==> config.mk <==
export PLATFORM = sky130hd
export DESIGN_NAME = dmr_core
export DESIGN_NICKNAME = d
export VERILOG_FILES = /design/src/hdl/dmr_mrfile.v /design/src/hdl/dmr_core.v
export VERILOG_INCLUDE_DIRS = /design/src /design/src/include
export SDC_FILE = /design/constraint.sdc
export NUM_CORES = 1
export LEC_CHECK = 0
export BUFFER_PORTS_ARGS = -buffer_cell sky130_fd_sc_hd__buf_2
export CAP_MARGIN = 20
export CORE_UTILIZATION = 55
export CTS_CLUSTER_DIAMETER = 100
export DETAILED_ROUTE_END_ITERATION = 10
export PLACE_DENSITY = 0.88
export REMOVE_ABC_BUFFERS = 1
export SLEW_MARGIN = 20
export SYNTH_ARGS = -nofsm -noshare
export SYNTH_HDL_FRONTEND = slang
export SYNTH_SLANG_ARGS = --single-unit
==> constraint.sdc <==
create_clock -name clk_sys -period 2.7 [get_ports clk_sys]
set_input_delay 0.135 -clock clk_sys [delete_from_list [all_inputs] [get_ports clk_sys]]
set_output_delay 0.135 -clock clk_sys [all_outputs]
set_load 0.02 [all_outputs]
==> src/include/dmr_defines.vh <==
// Constants for the DDR3 init and mode-register block.
// Assumes inclusion by bare name from the design files.
`ifndef DMR_DEFINES_VH
`define DMR_DEFINES_VH
// ****************************************************************
// Register byte offsets
// ****************************************************************
`define DMR_OFS_STATUS 8'h00
`define DMR_OFS_CTRL 8'h04
`define DMR_OFS_LAST_ACT 8'h08
`define DMR_OFS_LAST_RW 8'h0C
`define DMR_OFS_MR0 8'h10
`define DMR_OFS_MR3 8'h1C
`define DMR_OFS_LATENCY 8'h20
// ****************************************************************
// Field positions
// ****************************************************************
`define DMR_MR_WR_LO 9
`define DMR_MR_WR_HI 11
`define DMR_MR_DLLRST 8
`define DMR_MR_AP 10
`define DMR_MR_BC 12
`define DMR_MR_DLLDIS 0
// ****************************************************************
// Reset values and timing counts
// ****************************************************************
`define DMR_CTRL_RST 32'h0200_0200
`define DMR_DLLK_CYC 16'h0200
`define DMR_ZQINIT_CYC 16'h0200
`define DMR_BL_OTF 2'b01
`define DMR_BL_BC4 2'b10
`define DMR_RESP_OK 2'b00
`define DMR_RESP_ERR 2'b10
`endif

==> src/hdl/dmr_mrfile.v <==
// Mode-register store: four words, one write port, registered read.
// Assumes a single clock and that the parent sequences its reads.
`timescale 1ns/1ps
module dmr_mrfile #(
  parameter AW = 2,
  parameter DW = 16
) (
  // Clock
  input wire clk_sys,
  // Write port
  input wire wr_en,
  input wire [AW-1:0] wr_addr,
  input wire [DW-1:0] wr_data,
  // Read port
  input wire [AW-1:0] rd_addr,
  output reg [DW-1:0] rd_data
);
  // Storage; no reset, the contents are undefined until written
  reg [DW-1:0] mem [0:(1<<AW)-1];

  // ****************************************************************
  // Write and registered read
  // ****************************************************************
  always @(posedge clk_sys) begin
    if (wr_en) begin
      mem[wr_addr] <= wr_data;
    end
    rd_data <= mem[rd_addr];
  end
endmodule // dmr_mrfile

==> src/hdl/dmr_core.v <==
// DDR3 device-side init tracker, mode registers and command decode.
// Assumes DDR3 pins already sampled on clk_sys and an AXI4-Lite master.
//
// How it works
// - Each access: one 8n core transfer, four clocks
// - Activate: bank lines pick bank, address picks row
// - Read/write: column, A10 autoprecharge, A12 chop
// - Termination off in reset until CKE registered
// - Mode registers undefined until fully written
// - CAS latency whole clocks; RL is AL plus CL
`timescale 1ns/1ps
`include "dmr_defines.vh"
module dmr_core #(
  parameter RA_W = 14,
  parameter BA_W = 3,
  parameter TRP_CYC = 4
) (
  // Clock and reset
  input wire clk_sys,
  input wire srst,
  // DDR3 command pins, sampled at clk_sys
  input wire ddr_reset_n,
  input wire ddr_cke,
  input wire ddr_cs_n,
  input wire ddr_ras_n,
  input wire ddr_cas_n,
  input wire ddr_we_n,
  input wire [BA_W-1:0] ddr_ba,
  input wire [RA_W-1:0] ddr_addr,
  // Device state
  output wire odt_hiz,
  output reg dev_ready,
  output reg core_xfer,
  output reg [1:0] core_beat,
  output reg burst_chop,
  output reg [5:0] read_lat,
  // AXI4-Lite slave
  input wire [7:0] s_axi_awaddr,
  input wire s_axi_awvalid,
  output wire s_axi_awready,
  input wire [31:0] s_axi_wdata,
  input wire [3:0] s_axi_wstrb,
  input wire s_axi_wvalid,
  output wire s_axi_wready,
  output reg [1:0] s_axi_bresp,
  output reg s_axi_bvalid,
  input wire s_axi_bready,
  input wire [7:0] s_axi_araddr,
  input wire s_axi_arvalid,
  output wire s_axi_arready,
  output reg [31:0] s_axi_rdata,
  output reg [1:0] s_axi_rresp,
  output reg s_axi_rvalid,
  input wire s_axi_rready
);
  // ****************************************************************
  // Command decode
  // ****************************************************************
  reg cke_prev_reg; // CKE seen one clock earlier
  reg cke_seen_reg; // CKE registered high since reset release
  wire cmd_ok = cke_prev_reg & ddr_cke & ddr_reset_n & ~ddr_cs_n;
  wire is_mrs = cmd_ok & ~ddr_ras_n & ~ddr_cas_n & ~ddr_we_n;
  wire is_act = cmd_ok & ~ddr_ras_n & ddr_cas_n & ddr_we_n;
  wire is_rw = cmd_ok & ddr_ras_n & ~ddr_cas_n;
  wire is_zql = cmd_ok & ddr_ras_n & ddr_cas_n & ~ddr_we_n &
    ddr_addr[`DMR_MR_AP];

  // Mode fields held for the datapath
  reg [1:0] bl_mode_reg; // MR0 burst-length field
  reg [3:0] cl_reg; // CAS latency in clocks
  reg [1:0] al_mode_reg; // MR1 additive latency field
  reg [4:0] wr_cyc_reg; // Write recovery in clocks
  reg [3:0] mr_done_reg; // Which mode registers were written
  reg dll_en_reg; // DLL enabled by MR1
  // MR0 DLL reset that the device honours this clock
  wire dll_rst_hit = is_mrs & (ddr_ba[1:0] == 2'd0) &
    ddr_addr[`DMR_MR_DLLRST] & dll_en_reg;
  // Waits after DLL reset and long calibration
  reg [15:0] dll_cnt_reg;
  reg [15:0] zq_cnt_reg;
  reg dll_lock_reg;
  reg zq_done_reg;
  // Last commands, visible to software
  reg [BA_W+RA_W-1:0] last_act_reg;
  reg [31:0] last_rw_reg;
  // Software-set wait counts: [15:0] lock, [31:16] calibration
  reg [31:0] ctrl_reg;

  // Termination released only once CKE registered after reset
  assign odt_hiz = ~ddr_reset_n | ~cke_seen_reg;

  // CL: {A2,A6:A4} with a base of four, integral only
  wire [3:0] cl_dec = {ddr_addr[2], ddr_addr[6:4]} + 4'h4;

  // WR field to clocks; code zero is the largest setting
  reg [4:0] wr_dec;
  always @* begin
    case (ddr_addr[`DMR_MR_WR_HI:`DMR_MR_WR_LO])
      3'd1: wr_dec = 5'd5;
      3'd2: wr_dec = 5'd6;
      3'd3: wr_dec = 5'd7;
      3'd4: wr_dec = 5'd8;
      3'd5: wr_dec = 5'd10;
      3'd6: wr_dec = 5'd12;
      3'd7: wr_dec = 5'd14;
      default: wr_dec = 5'd16;
    endcase
  end

  // Additive latency: 0, CL-1 or CL-2
  reg [3:0] al_val;
  always @* begin
    case (al_mode_reg)
      2'd1: al_val = cl_reg - 4'd1;
      2'd2: al_val = cl_reg - 4'd2;
      default: al_val = 4'd0;
    endcase
  end

  // ****************************************************************
  // Init tracking and mode-register capture
  // ****************************************************************
  // Device reset pin and srst both clear all init progress, so a
  // warm reset restarts from the CKE wait as at power-up.
  always @(posedge clk_sys) begin
    if (srst | ~ddr_reset_n) begin
      cke_prev_reg <= 1'b0;
      cke_seen_reg <= 1'b0;
      mr_done_reg <= 4'h0;
      dll_en_reg <= 1'b0;
      dll_cnt_reg <= 16'h0000;
      zq_cnt_reg <= 16'h0000;
      dll_lock_reg <= 1'b0;
      zq_done_reg <= 1'b0;
      dev_ready <= 1'b0;
      bl_mode_reg <= 2'b00;
      cl_reg <= 4'h4;
      al_mode_reg <= 2'b00;
      wr_cyc_reg <= 5'd16;
    end else begin
      cke_prev_reg <= ddr_cke;
      // First registered-high CKE ends the termination hold
      if (ddr_cke & cke_prev_reg) begin
        cke_seen_reg <= 1'b1;
      end
      // MRS: every field of the addressed register is replaced
      if (is_mrs) begin
        mr_done_reg[ddr_ba[1:0]] <= 1'b1;
        if (ddr_ba[1:0] == 2'd0) begin
          bl_mode_reg <= ddr_addr[1:0];
          cl_reg <= cl_dec;
          wr_cyc_reg <= wr_dec;
          // DLL reset bit is self-clearing: only the wait is kept
          if (ddr_addr[`DMR_MR_DLLRST] & dll_en_reg) begin
            dll_cnt_reg <= ctrl_reg[15:0];
            dll_lock_reg <= 1'b0;
          end
        end
        if (ddr_ba[1:0] == 2'd1) begin
          dll_en_reg <= ~ddr_addr[`DMR_MR_DLLDIS];
          al_mode_reg <= ddr_addr[4:3];
        end
      end
      // Lock wait counts down; a fresh DLL reset reloads it instead
      if (!dll_rst_hit && dll_cnt_reg != 16'h0000) begin
        dll_cnt_reg <= dll_cnt_reg - 16'h0001;
        if (dll_cnt_reg == 16'h0001) begin
          dll_lock_reg <= 1'b1;
        end
      end
      // Long calibration starts its own wait
      if (is_zql) begin
        zq_cnt_reg <= ctrl_reg[31:16];
        zq_done_reg <= 1'b0;
      end else if (zq_cnt_reg != 16'h0000) begin
        zq_cnt_reg <= zq_cnt_reg - 16'h0001;
        if (zq_cnt_reg == 16'h0001) begin
          zq_done_reg <= 1'b1;
        end
      end
      // Ready once all registers are set, DLL locked, ZQ done
      dev_ready <= (mr_done_reg == 4'hF) & dll_lock_reg &
        zq_done_reg;
    end
  end

  // ****************************************************************
  // Access decode and core transfer
  // ****************************************************************
  // One access moves 8n bits over four core clocks; the pins see
  // two n-bit words per clock, so eight beats in all.
  always @(posedge clk_sys) begin
    if (srst) begin
      core_xfer <= 1'b0;
      core_beat <= 2'd0;
      burst_chop <= 1'b0;
      read_lat <= 6'd0;
      last_act_reg <= {(BA_W+RA_W){1'b0}};
      last_rw_reg <= 32'h0000_0000;
    end else begin
      read_lat <= {2'b00, al_val} + {2'b00, cl_reg};
      if (is_act) begin
        last_act_reg <= {ddr_ba, ddr_addr};
      end
      if (is_rw) begin
        // Chop from A12 only in on-the-fly mode, A12 low = chop
        if (bl_mode_reg == `DMR_BL_OTF) begin
          burst_chop <= ~ddr_addr[`DMR_MR_BC];
        end else begin
          burst_chop <= (bl_mode_reg == `DMR_BL_BC4);
        end
        last_rw_reg <= {11'h000, ~ddr_we_n, ddr_addr[`DMR_MR_AP],
          ddr_ba, ddr_addr[9:0], 6'h00};
        core_xfer <= 1'b1;
        core_beat <= 2'd0;
      end else if (core_xfer) begin
        // Four clocks per transfer; a new command restarts it
        core_beat <= core_beat + 2'd1;
        if (core_beat == 2'd3) begin
          core_xfer <= 1'b0;
        end
      end
    end
  end

  // Auto-precharge write delay: WR plus precharge time
  wire [7:0] dal_cyc = {3'b000, wr_cyc_reg} + TRP_CYC[7:0];

  // ****************************************************************
  // Mode-register store
  // ****************************************************************
  wire [15:0] mr_rd;
  dmr_mrfile #(.AW(2), .DW(16)) u_mrfile (
    .clk_sys(clk_sys),
    .wr_en(is_mrs),
    .wr_addr(ddr_ba[1:0]),
    .wr_data({{(16-RA_W){1'b0}}, ddr_addr}),
    .rd_addr(s_axi_araddr[3:2]),
    .rd_data(mr_rd)
  );

  // ****************************************************************
  // AXI4-Lite write side
  // ****************************************************************
  reg aw_hold_reg; // Address taken, waiting for data
  reg w_hold_reg; // Data taken, waiting for address
  reg [7:0] aw_addr_reg;
  reg [31:0] w_data_reg;
  reg [3:0] w_strb_reg;
  // Take each channel independently while no response is pending
  assign s_axi_awready = ~aw_hold_reg & ~s_axi_bvalid;
  assign s_axi_wready = ~w_hold_reg & ~s_axi_bvalid;
  wire aw_go = s_axi_awvalid & s_axi_awready;
  wire w_go = s_axi_wvalid & s_axi_wready;
  wire [7:0] wa = aw_hold_reg ? aw_addr_reg : s_axi_awaddr;
  wire [31:0] wd = w_hold_reg ? w_data_reg : s_axi_wdata;
  wire [3:0] ws = w_hold_reg ? w_strb_reg : s_axi_wstrb;
  wire wr_fire = (aw_hold_reg | aw_go) & (w_hold_reg | w_go);
  integer i;

  // Write sequencer; only the control word is writable
  always @(posedge clk_sys) begin
    if (srst) begin
      aw_hold_reg <= 1'b0;
      w_hold_reg <= 1'b0;
      aw_addr_reg <= 8'h00;
      w_data_reg <= 32'h0000_0000;
      w_strb_reg <= 4'h0;
      s_axi_bvalid <= 1'b0;
      s_axi_bresp <= `DMR_RESP_OK;
      ctrl_reg <= `DMR_CTRL_RST;
    end else begin
      if (aw_go) begin
        aw_addr_reg <= s_axi_awaddr;
      end
      if (w_go) begin
        w_data_reg <= s_axi_wdata;
        w_strb_reg <= s_axi_wstrb;
      end
      if (wr_fire) begin
        aw_hold_reg <= 1'b0;
        w_hold_reg <= 1'b0;
        s_axi_bvalid <= 1'b1;
        if (wa == `DMR_OFS_CTRL) begin
          s_axi_bresp <= `DMR_RESP_OK;
          for (i = 0; i < 4; i = i + 1) begin
            if (ws[i]) begin
              ctrl_reg[i*8 +: 8] <= wd[i*8 +: 8];
            end
          end
        end else begin
          // Read-only or unmapped
          s_axi_bresp <= `DMR_RESP_ERR;
        end
      end else begin
        if (aw_go) begin
          aw_hold_reg <= 1'b1;
        end
        if (w_go) begin
          w_hold_reg <= 1'b1;
        end
        if (s_axi_bvalid & s_axi_bready) begin
          s_axi_bvalid <= 1'b0;
        end
      end
    end
  end

  // ****************************************************************
  // AXI4-Lite read side
  // ****************************************************************
  // Two cycles from accept to rvalid: the store's read is registered
  reg rd_pend_reg;
  reg [7:0] ar_addr_reg;
  assign s_axi_arready = ~rd_pend_reg & ~s_axi_rvalid;
  wire [31:0] status_w = {20'h0_0000, dev_ready, zq_done_reg,
    dll_lock_reg, dll_en_reg, mr_done_reg, odt_hiz, cke_seen_reg,
    ddr_reset_n, core_xfer};

  always @(posedge clk_sys) begin
    if (srst) begin
      rd_pend_reg <= 1'b0;
      ar_addr_reg <= 8'h00;
      s_axi_rvalid <= 1'b0;
      s_axi_rdata <= 32'h0000_0000;
      s_axi_rresp <= `DMR_RESP_OK;
    end else begin
      if (s_axi_arvalid & s_axi_arready) begin
        rd_pend_reg <= 1'b1;
        ar_addr_reg <= s_axi_araddr;
      end else if (rd_pend_reg) begin
        rd_pend_reg <= 1'b0;
        s_axi_rvalid <= 1'b1;
        s_axi_rresp <= `DMR_RESP_OK;
        if (ar_addr_reg == `DMR_OFS_STATUS) begin
          s_axi_rdata <= status_w;
        end else if (ar_addr_reg == `DMR_OFS_CTRL) begin
          s_axi_rdata <= ctrl_reg;
        end else if (ar_addr_reg == `DMR_OFS_LAST_ACT) begin
          s_axi_rdata <= {{(32-BA_W-RA_W){1'b0}}, last_act_reg};
        end else if (ar_addr_reg == `DMR_OFS_LAST_RW) begin
          s_axi_rdata <= last_rw_reg;
        end else if (ar_addr_reg >= `DMR_OFS_MR0 &&
          ar_addr_reg <= `DMR_OFS_MR3 && ar_addr_reg[1:0] == 2'b00) begin
          // Undefined content reads as zero until written
          s_axi_rdata <= mr_done_reg[ar_addr_reg[3:2]] ?
            {16'h0000, mr_rd} : 32'h0000_0000;
        end else if (ar_addr_reg == `DMR_OFS_LATENCY) begin
          s_axi_rdata <= {8'h00, dal_cyc, 3'b000, wr_cyc_reg,
            2'b00, read_lat};
        end else begin
          s_axi_rdata <= 32'h0000_0000;
          s_axi_rresp <= `DMR_RESP_ERR;
        end
      end else if (s_axi_rvalid & s_axi_rready) begin
        s_axi_rvalid <= 1'b0;
      end
    end
  end
endmodule // dmr_core

==> results of run 1 <==
-- routing by layer --
layer  global-route usage (%)  routed length, um  up-vias
li1                         -                  -     4932
met1                    39.73              13890     5131
met2                    50.57              16700      650
met3                    5.482               3208      174
met4                    17.65               2033        0
met5                        0                  0        -
-- final cells by class --
cell class	instances	share of cell area (%)
Timing Repair Buffer	232	10.78
Antenna cell	2	0.03379
Sequential cell	289	42.84
Multi-Input combinational cell	877	37.16
Tap cell	280	2.365
Clock buffer	41	5.609
Inverter	21	0.5321
Clock inverter	13	0.6842
-- cells in the final DEF, fill, tap and decap left out, types with 16 or more instances in the layout --
cell type      instances
a211oi_1              38
a21oi_1              109
a22oi_1               17
buf_2                130
buf_4                 30
clkbuf_16             29
dfxtp_1              233
dlygate4sd3_1         72
edfxtp_1              56
inv_1                 21
mux2i_1               80
mux4_2                16
nand2_1              151
nand3_1               22
nor2_1               148
nor3_1                24
o21ai_0               36
o22ai_1               30
-- through the flow --
stage / util, % / hold slack [ns]
after floorplan: - / 0.2041
after CTS: 67.85 / 0.05078
after global placement: 60.28 / 0.3648
after global routing: 67.88 / 0.1002
after detailed placement: 60.28 / 0.3750
final: 67.88 / 0.06163
-- cell families (layout without fill, tap and decap cells) --
family | after synthesis | in the layout
compound gates | 291 | 291
xor+xnor | 24 | 24
fa+ha+maj | 16 | 16
buf+inv | 101 | 307
flops | 289 | 289
mux | 100 | 100
other cells | 1 | 5
simple gates | 443 | 443
-- worst max-delay path by stage --
stage	start	endpoint	slack, ns	cells after the start
after CTS	dll_cnt_reg[4]	dll_cnt_reg[1]	0.41	5
after detailed placement	dll_cnt_reg[4]	dll_cnt_reg[1]	0.41	5
after floorplan	ddr_ba[0]	dll_cnt_reg[0]	-0.97	5
after global placement	dll_cnt_reg[4]	dll_cnt_reg[1]	0.47	5
final	dll_cnt_reg[4]	dll_cnt_reg[1]	0.35	5
after global routing	dll_cnt_reg[4]	dll_cnt_reg[1]	0.18	5
-- timing repair --
action,in CTS,in global routing
hold endpoints to repair,167,0
endpoints found under the setup margin,0,0
hold buffers,72,0
resized for setup,0,0
-- power groups by stage --
| stage | Clock [uW] | Combinational (uW) | Sequential (uW) |
|---|---|---|---|
| floorplan | 0 | 2170 | 4970 |
| finish | 3950 | 3080 | 4910 |
| global route | 4140 | 3360 | 4940 |
| CTS | 3930 | 2990 | 4900 |
| detailed placement | 0 | 2870 | 4990 |
| global placement | 0 | 2830 | 4980 |
-- tightest hold or removal path, stage by stage --
cell	delay, ns
buf_2	0.11
nor2b_1	0.13
nor2_1	0.13
nor3_1	0.07
==> metrics.md, run 1 <==
| Metric | Value |
|---|---|
| CTS max path bufs | 3 |
| Design Area, Final | about 15000 um^2 |
| CTS Buf Count | 29 |
| Worst-Margin Slew | around 0.9 ns |
| Post-synthesis simple-gate area fraction | ~17% |
| Comb pwr share | 25.8% |
| CTS Root Cell | clkbuf_16 |
| Core area | between 20000 and 25000 um^2 |
| Total GRT Usage | a little under a third |
| Fin crit share | 87.17% |
| First-pass GRT wire length | approximately 55 mm |
| Top-area cell type share of the netlist area | about two fifths |
| Reg clk slew, reported paths | 0.07 ns |
| Worst R2R Setup Slack | approximately 0.35 ns |
| Setup bufs post-CTS | 0 |
| Reg with most FFs | u_mrfile.mem |
| Seq/Total Area, Yosys | about half |
| Status | completed |
| Fin Clk Skew | 0.01300 ns |
| Ys async rst share | 0% |
| Synth Area in Compound Gates | between 10 and 15% |
| CP Data Arrival Time | 2.78 ns |
| Yosys reg bits | about 290 |
| Psw | between 3000 and 4000 uW |
| Die footprint | 22850 um^2 |
| Initial Util | a little under three fifths |
| Cell with the most instances after synthesis | dfxtp_1 |
| Routability Congestion | about 0.92 |
| YS warnings | 0 |
| TritonCTS sink count | roughly 290 |
| Count of final setup violators | 0 |
| Detail Placement HPWL | around 22 mm |
| Vias in the first global route | 10.50k |
| Fmax | about 420 MHz |
| Post-synth top flop | dfxtp_1 |
| Static Leak | between 0.005 and 0.006 uW |
| Power share of the sequential group | roughly 40% |
| Placed cell count | between 1.5k and 2k |
| Synth Area in XOR/XNOR | under 10% |
| Minimum clock period after layout | 2.354 ns |
| EDFF count, synth | 56 |
| Nets | approximately 1.5k |
| Synth cell types | 62 |
| Vias | roughly 11k |
| Post-synthesis mux area share | 9.858% |
| Worst Hold Endpoint | w_hold_reg |
| Via-per-instance ratio | between 6 and 7 |
| PD cells | about 810 nW/um^2 |
| Cell Area, Synth | 12240 um^2 |
| Cell Int Power | a little over 8000 uW |
| Number of H-tree levels | 1 |
| Crit path kind | flip-flop to flip-flop |
| Area leader, netlist | dfxtp_1 |
| Switching share of power | a little under a third |
| # DRC | 0 |
| MaxCap Viol Count | 0 |
| R2r startpoint | dll_cnt_reg[4] |
| Initial antenna violation count | 2 |
| Router iterations before antenna repair | 6 |
| Final worst setup slack | 0.3464 ns |
| Avg Cell Area, Syn | ~9.7 um^2 |
| Final antenna-violating net count | 0 |
| Adder-cell share of the synthesized area | ~1.7% |
| CP max-delay cell | or4_4 |
| Worst vdd ir | 0.5728 mV |
| Worst hold start | s_axi_wvalid |
| Routed WL per cell | 20.41 um |
| Largest family of logic cells by synthesized area | simple AND/OR/NAND/NOR gates |
| Setup Slack @ Placement | approximately 0.4 ns |
| Slew Limit Fails | 0 |
| Clock Power Share | around a third |
| Filler cell count | about 1.5k |
| Final wirelength | roughly 36 mm |
| Main area contributors after synthesis | dfxtp_1 (38%), edfxtp_1 (14%), mux2i_1 (6.5%), nand2_1 (4.6%), nor2_1 (4.6%) |
| P&R area growth vs syn | 21.07% |
| Startpoint Class | flip-flop |
| Die W | around 150 um |
| Iter 0 DRT Violations | ~1.3k |
| Post-route non-filler standard cell count | between 1.5k and 2k |
| Port Buffers | 131 |
| Area of the multi-input gates | between 5000 and 6000 um^2 |
| Die Y | 151.2 um |
| GRT overflow | 0 |
| Largest net degree at the start of global routing | 54 |
| Max reg flops | 56 |
| Commonest cells post-synth | dfxtp_1 (233), nand2_1 (151), nor2_1 (149), a21oi_1 (110), mux2i_1 (80) |
| Rel. slew slack | between 30% and 40% |
| Worst setup EP type | flip-flop |
| CP required | ~3.1 ns |
| WHS Path Cells | 4 |
| Delay-heaviest family, CP | simple AND/OR/NAND/NOR gates |
| Placement Rows | 54 |
| Hold crit path type | input pin to flip-flop |
| Setup_tns | 0 ns |
| Sequential cell area | between 6000 and 7000 um^2 |
| Critical-path cell list | or4_4, nor4_1, nand3_1, o211ai_1, a21oi_1 |
| Final hold violation count | 0 |
| Share of cells above drive strength 1 | roughly 16% |
| Unrepaired setup endpoints after global routing | false |
| Overall power | around 12000 uW |
| Crit Path Max Fanout | 7 |
| Mapped Cells | approximately 1.3k |
| Clk_lat worst skew | between 0.5 and 0.6 ns |
| DP Area | 13160 um^2 |
| Crit Reg-Reg Endpoint | dll_cnt_reg[1] |
| Buf/Inv on CP | 0 |
| Crit-path max cell delay | 0.58 ns |
| Worst reg-to-reg path cell count | 5 |
| CTS tree | yes |
| I/O Pins | between 100 and 150 |
(Power assumes the default switching activity.)
==> run 2: changes to the inputs <==
--- a/config.mk
+++ b/config.mk
@@ -8,12 +8,13 @@
 export LEC_CHECK = 0
 export BUFFER_PORTS_ARGS = -buffer_cell sky130_fd_sc_hd__buf_2
 export CAP_MARGIN = 20
-export CORE_UTILIZATION = 55
+export CORE_UTILIZATION = 59
 export CTS_CLUSTER_DIAMETER = 100
 export DETAILED_ROUTE_END_ITERATION = 10
-export PLACE_DENSITY = 0.88
+export PLACE_DENSITY = 0.92
 export REMOVE_ABC_BUFFERS = 1
 export SLEW_MARGIN = 20
 export SYNTH_ARGS = -nofsm -noshare
 export SYNTH_HDL_FRONTEND = slang
+export SYNTH_HIERARCHICAL = 1
 export SYNTH_SLANG_ARGS = --single-unit
==> constraint.sdc (replaced) <==
create_clock -name clk_sys -period 2.55 [get_ports clk_sys]
set_input_delay 0.1275 -clock clk_sys [delete_from_list [all_inputs] [get_ports clk_sys]]
set_output_delay 0.1275 -clock clk_sys [all_outputs]
set_load 0.02 [all_outputs]
==> run 2 against run 1 <==
Power rose by 7.5%. Synthesized cell count rose by 1.3%. Sequential power rose by 8.1%. Via count rose by 2.6%. Clock skew rose by 0.0020 ns. Area after synthesis rose by 3.1%. Global-route usage rose by 1.0 points. Final area rose by 4.3%. Combinational power fell by 9.4%. Register-to-register slack got worse by 0.16 ns.
==> metrics.md, run 2 <==
| Metric | Value |
|---|---|
| Filler cell count | 1387 (-9.9%) |
| Hold crit path type | input pin to flip-flop |
| WHS Path Cells | 3 (-1) |
| Cell Area, Synth | 12610 um^2 (+3.1%) |
| Nets | 1587 (+2.5%) |
| Commonest cells post-synth | dfxtp_1 (235), nand2_1 (173), nor2_1 (131), a21oi_1 (126), edfxtp_1 (64) |
| Initial Util | 60.00% (+3.9 points) |
| Port Buffers | 131 (unchanged) |
| Post-route non-filler standard cell count | 1788 (+1.9%) |
| # resized after CTS | 0 (unchanged) |
| Via-per-instance ratio | 6.246 (+0.69%) |
| Seq/Total Area, Yosys | 52.54% (+0.67 points) |
| CP Data Arrival Time | 2.79 ns (about the same) |
| Crit-path max cell delay | 0.63 ns (+0.05 ns) |
| Initial antenna violation count | 0 (-2) |
| Hold buffers post-CTS | 77 (+6.9%) |
| Ys async rst share | 0% (unchanged) |
| Setup Slack @ Placement | 0.3082 ns (-0.09904 ns) |
| Sequential cell area | 6626 um^2 (+4.4%) |
| GRT overflow | 0 (unchanged) |
| Total GRT Usage | 32.34% (+1.0 points) |
| Minimum clock period after layout | 2.366 ns (+0.01278 ns) |
| Static Leak | 0.005904 uW (+5.5%) |
| CP required | 2.97 ns (-0.15 ns) |
| Crit path kind | flip-flop to flip-flop |
| Setup_tns | 0 ns (unchanged) |
| Synth cell types | 67 (+8.1%) |
| Detail Placement HPWL | 22.40 mm (+0.30%) |
| Vias | 11.17k (+2.6%) |
| Core area | 21020 um^2 (-3.7%) |
| Placed cell count | 1655 (+1.7%) |
| CTS Root Cell | clkbuf_16 |
| Final antenna-violating net count | 0 (unchanged) |
| # diodes | 0 (-2) |
| Startpoint Class | flip-flop |
| Vias in the first global route | 10.92k (+4.0%) |
| Worst reg-to-reg path cell count | 7 (+2) |
| Fmax | 422.6 MHz (-0.54%) |
| Max reg flops | 64 (+14%) |
| Avg Cell Area, Syn | 9.838 um^2 (+1.7%) |
| Most frequent cells in the layout | dfxtp_1 (235), nand2_1 (173), nor2_1 (131) |
| Worst setup EP type | flip-flop |
| Status | completed |
| Overall power | 12830 uW (+7.5%) |
| Delay-heaviest family, CP | simple AND/OR/NAND/NOR gates |
| Clk_lat worst skew | 0.55 ns (about the same) |
| Iter 0 DRT Violations | 1231 (-2.2%) |
| Share of cells above drive strength 1 | 16.19% (-0.17 points) |
| Placement Rows | 53 (-1.9%) |
| Count of final setup violators | 0 (unchanged) |
| Final wirelength | 35.44 mm (-1.1%) |
| Final worst setup slack | 0.1837 ns (-0.1628 ns) |
| Die W | 148.2 um (-1.9%) |
| Rel. slew slack | 27.94% (-10 points) |
| Cell with the most instances after synthesis | dfxtp_1 |
| Main area contributors after synthesis | dfxtp_1 (37%), edfxtp_1 (15%), nand2_1 (5.1%), a21oi_1 (5.0%), mux2i_1 (5.0%) |
| Critical-path cell list | inv_1, ha_1, or4b_2, nor4_1, nor2_1, a22oi_1, nor2_1 |
| Largest net degree at the start of global routing | 105 (+94%) |
| Reg clk slew, reported paths | 0.06 ns (about the same) |
| Fin Clk Skew | 0.01499 ns (+0.001998 ns) |
| Mapped Cells | 1282 (+1.3%) |
| Routability Congestion | 0.9429 (+2.2%) |
| Die Y | 148.2 um (-1.9%) |
| Number of H-tree levels | 1 (unchanged) |
| Routed WL per cell | 19.82 um (-2.9%) |
| Unrepaired setup endpoints after global routing | false |
| Fin crit share | 92.80% (+5.6 points) |
| Top-area cell type share of the netlist area | 37.30% (-0.82 points) |
| CTS tree | yes |
| CP max-delay cell | or4b_2 |
| I/O Pins | 135 (unchanged) |
| WP depth | 7 (+2) |
| TritonCTS sink count | 299 (+3.5%) |
| First-pass GRT wire length | 56.19 mm (+1.7%) |
| EDFF count, synth | 64 (+14%) |
| Worst vdd ir | 0.6679 mV (+17%) |
| Final hold violation count | 0 (unchanged) |
| Setup bufs post-CTS | 0 (unchanged) |
| Post-synth top flop | dfxtp_1 |
| Area leader, netlist | dfxtp_1 |
| Slew Limit Fails | 0 (unchanged) |
| CTS Buf Count | 30 (+3.4%) |
| # DRC | 0 (unchanged) |
| Buf/Inv on CP | 1 (+1) |
| PD cells | 830.9 nW/um^2 (+3.1%) |
| Reg with most FFs | u_mrfile/mem |
| Router iterations before antenna repair | 6 (unchanged) |
| P&R area growth vs syn | 22.45% |
| Yosys reg bits | 299 (+3.5%) |
| YS warnings | 6 (+6) |
| CTS max path bufs | 3 (unchanged) |
| MaxCap Viol Count | 0 (unchanged) |
| Commonest non-fill, non-tap cell in the layout | dfxtp_1 |
| Crit path top cell by count | nor2_1 |
| Die footprint | 21960 um^2 (-3.9%) |
| Crit Path Max Fanout | 5 (-2) |
| Area of the multi-input gates | 5609 um^2 (+1.9%) |
| Worst-Margin Slew | 1.081 ns (+0.1533 ns) |
run 2: cell count changes in the layout (fill, tap and decap cells not counted), moves of 8 or more:
cell	change
conb_1	+8
buf_4	+10
nand2_1	+22
a211oi_1	+9
a21oi_1	+16
a31oi_1	-9
o22ai_1	-11
edfxtp_1	+8
a22oi_1	+10
nand3_1	-8
mux2i_1	-17
nor2_1	-17
run 2: metal layers:
layer	global-route usage, %	part of all wire, %	up-vias
met1	42.18	39	5248
met5	0	0	-
met3	6.043	10	139
met2	52.16	46	714
li1	-	-	5067
met4	15.15	4.3	0
run 2: path summary, 6_finish.rpt:
check	start	endpoint	slack, ns
max	dll_cnt_reg[0]	dll_cnt_reg[2]	0.18
min	s_axi_arvalid	rd_pend_reg	0.02
max reg2reg	dll_cnt_reg[0]	dll_cnt_reg[2]	0.18
min reg2reg	last_rw_reg[16]	last_rw_reg[16]	0.46
run 2: final cells by class:
class	instances	area share (%)
clock buffer	42	5.623
tap	275	2.228
multi-input combinational	891	36.32
timing repair buffer	247	11.15
sequential	299	42.91
inverter	20	0.4861
clock inverter	14	1.288
run 2: logic make-up (layout without fill, tap and decap cells):
group	after synthesis	after routing	share of synthesized area, %
AND/OR/NAND/NOR	450	450	16.65
AO/OA/AOI/OAI	304	304	15.23
flip-flops	299	299	52.54
buffers and inverters	102	323	3.403
multiplexers	86	86	8.839
XOR/XNOR	24	24	1.667
adder cells (fa/ha/maj)	16	16	1.647
other	1	11	0.02973
run 2: report_power, final:
part           switching [uW]  internal, uW  leakage (uW)
clock network            1850          2880      0.000520
registers                 250          5060       0.00249
logic                    1570          1220       0.00290
run 2: metrics by stage:
step / area, um^2 / util, % / hold slack [ns]
5_1_grt: 15440 / 73.47 / 0.07483
4_1_cts: 15440 / 73.47 / 0.009163
3_3_place_gp: 13610 / 64.72 / 0.3716
3_5_place_dp: 13610 / 64.72 / 0.3783
6_report: 15440 / 73.47 / 0.02284
2_1_floorplan: 12300 / - / 0.1966
run 2: worst min-delay path, stage by stage:
cell,delay [ns]
buf_2,0.08
nand2_1,0.18
nor2_1,0.14
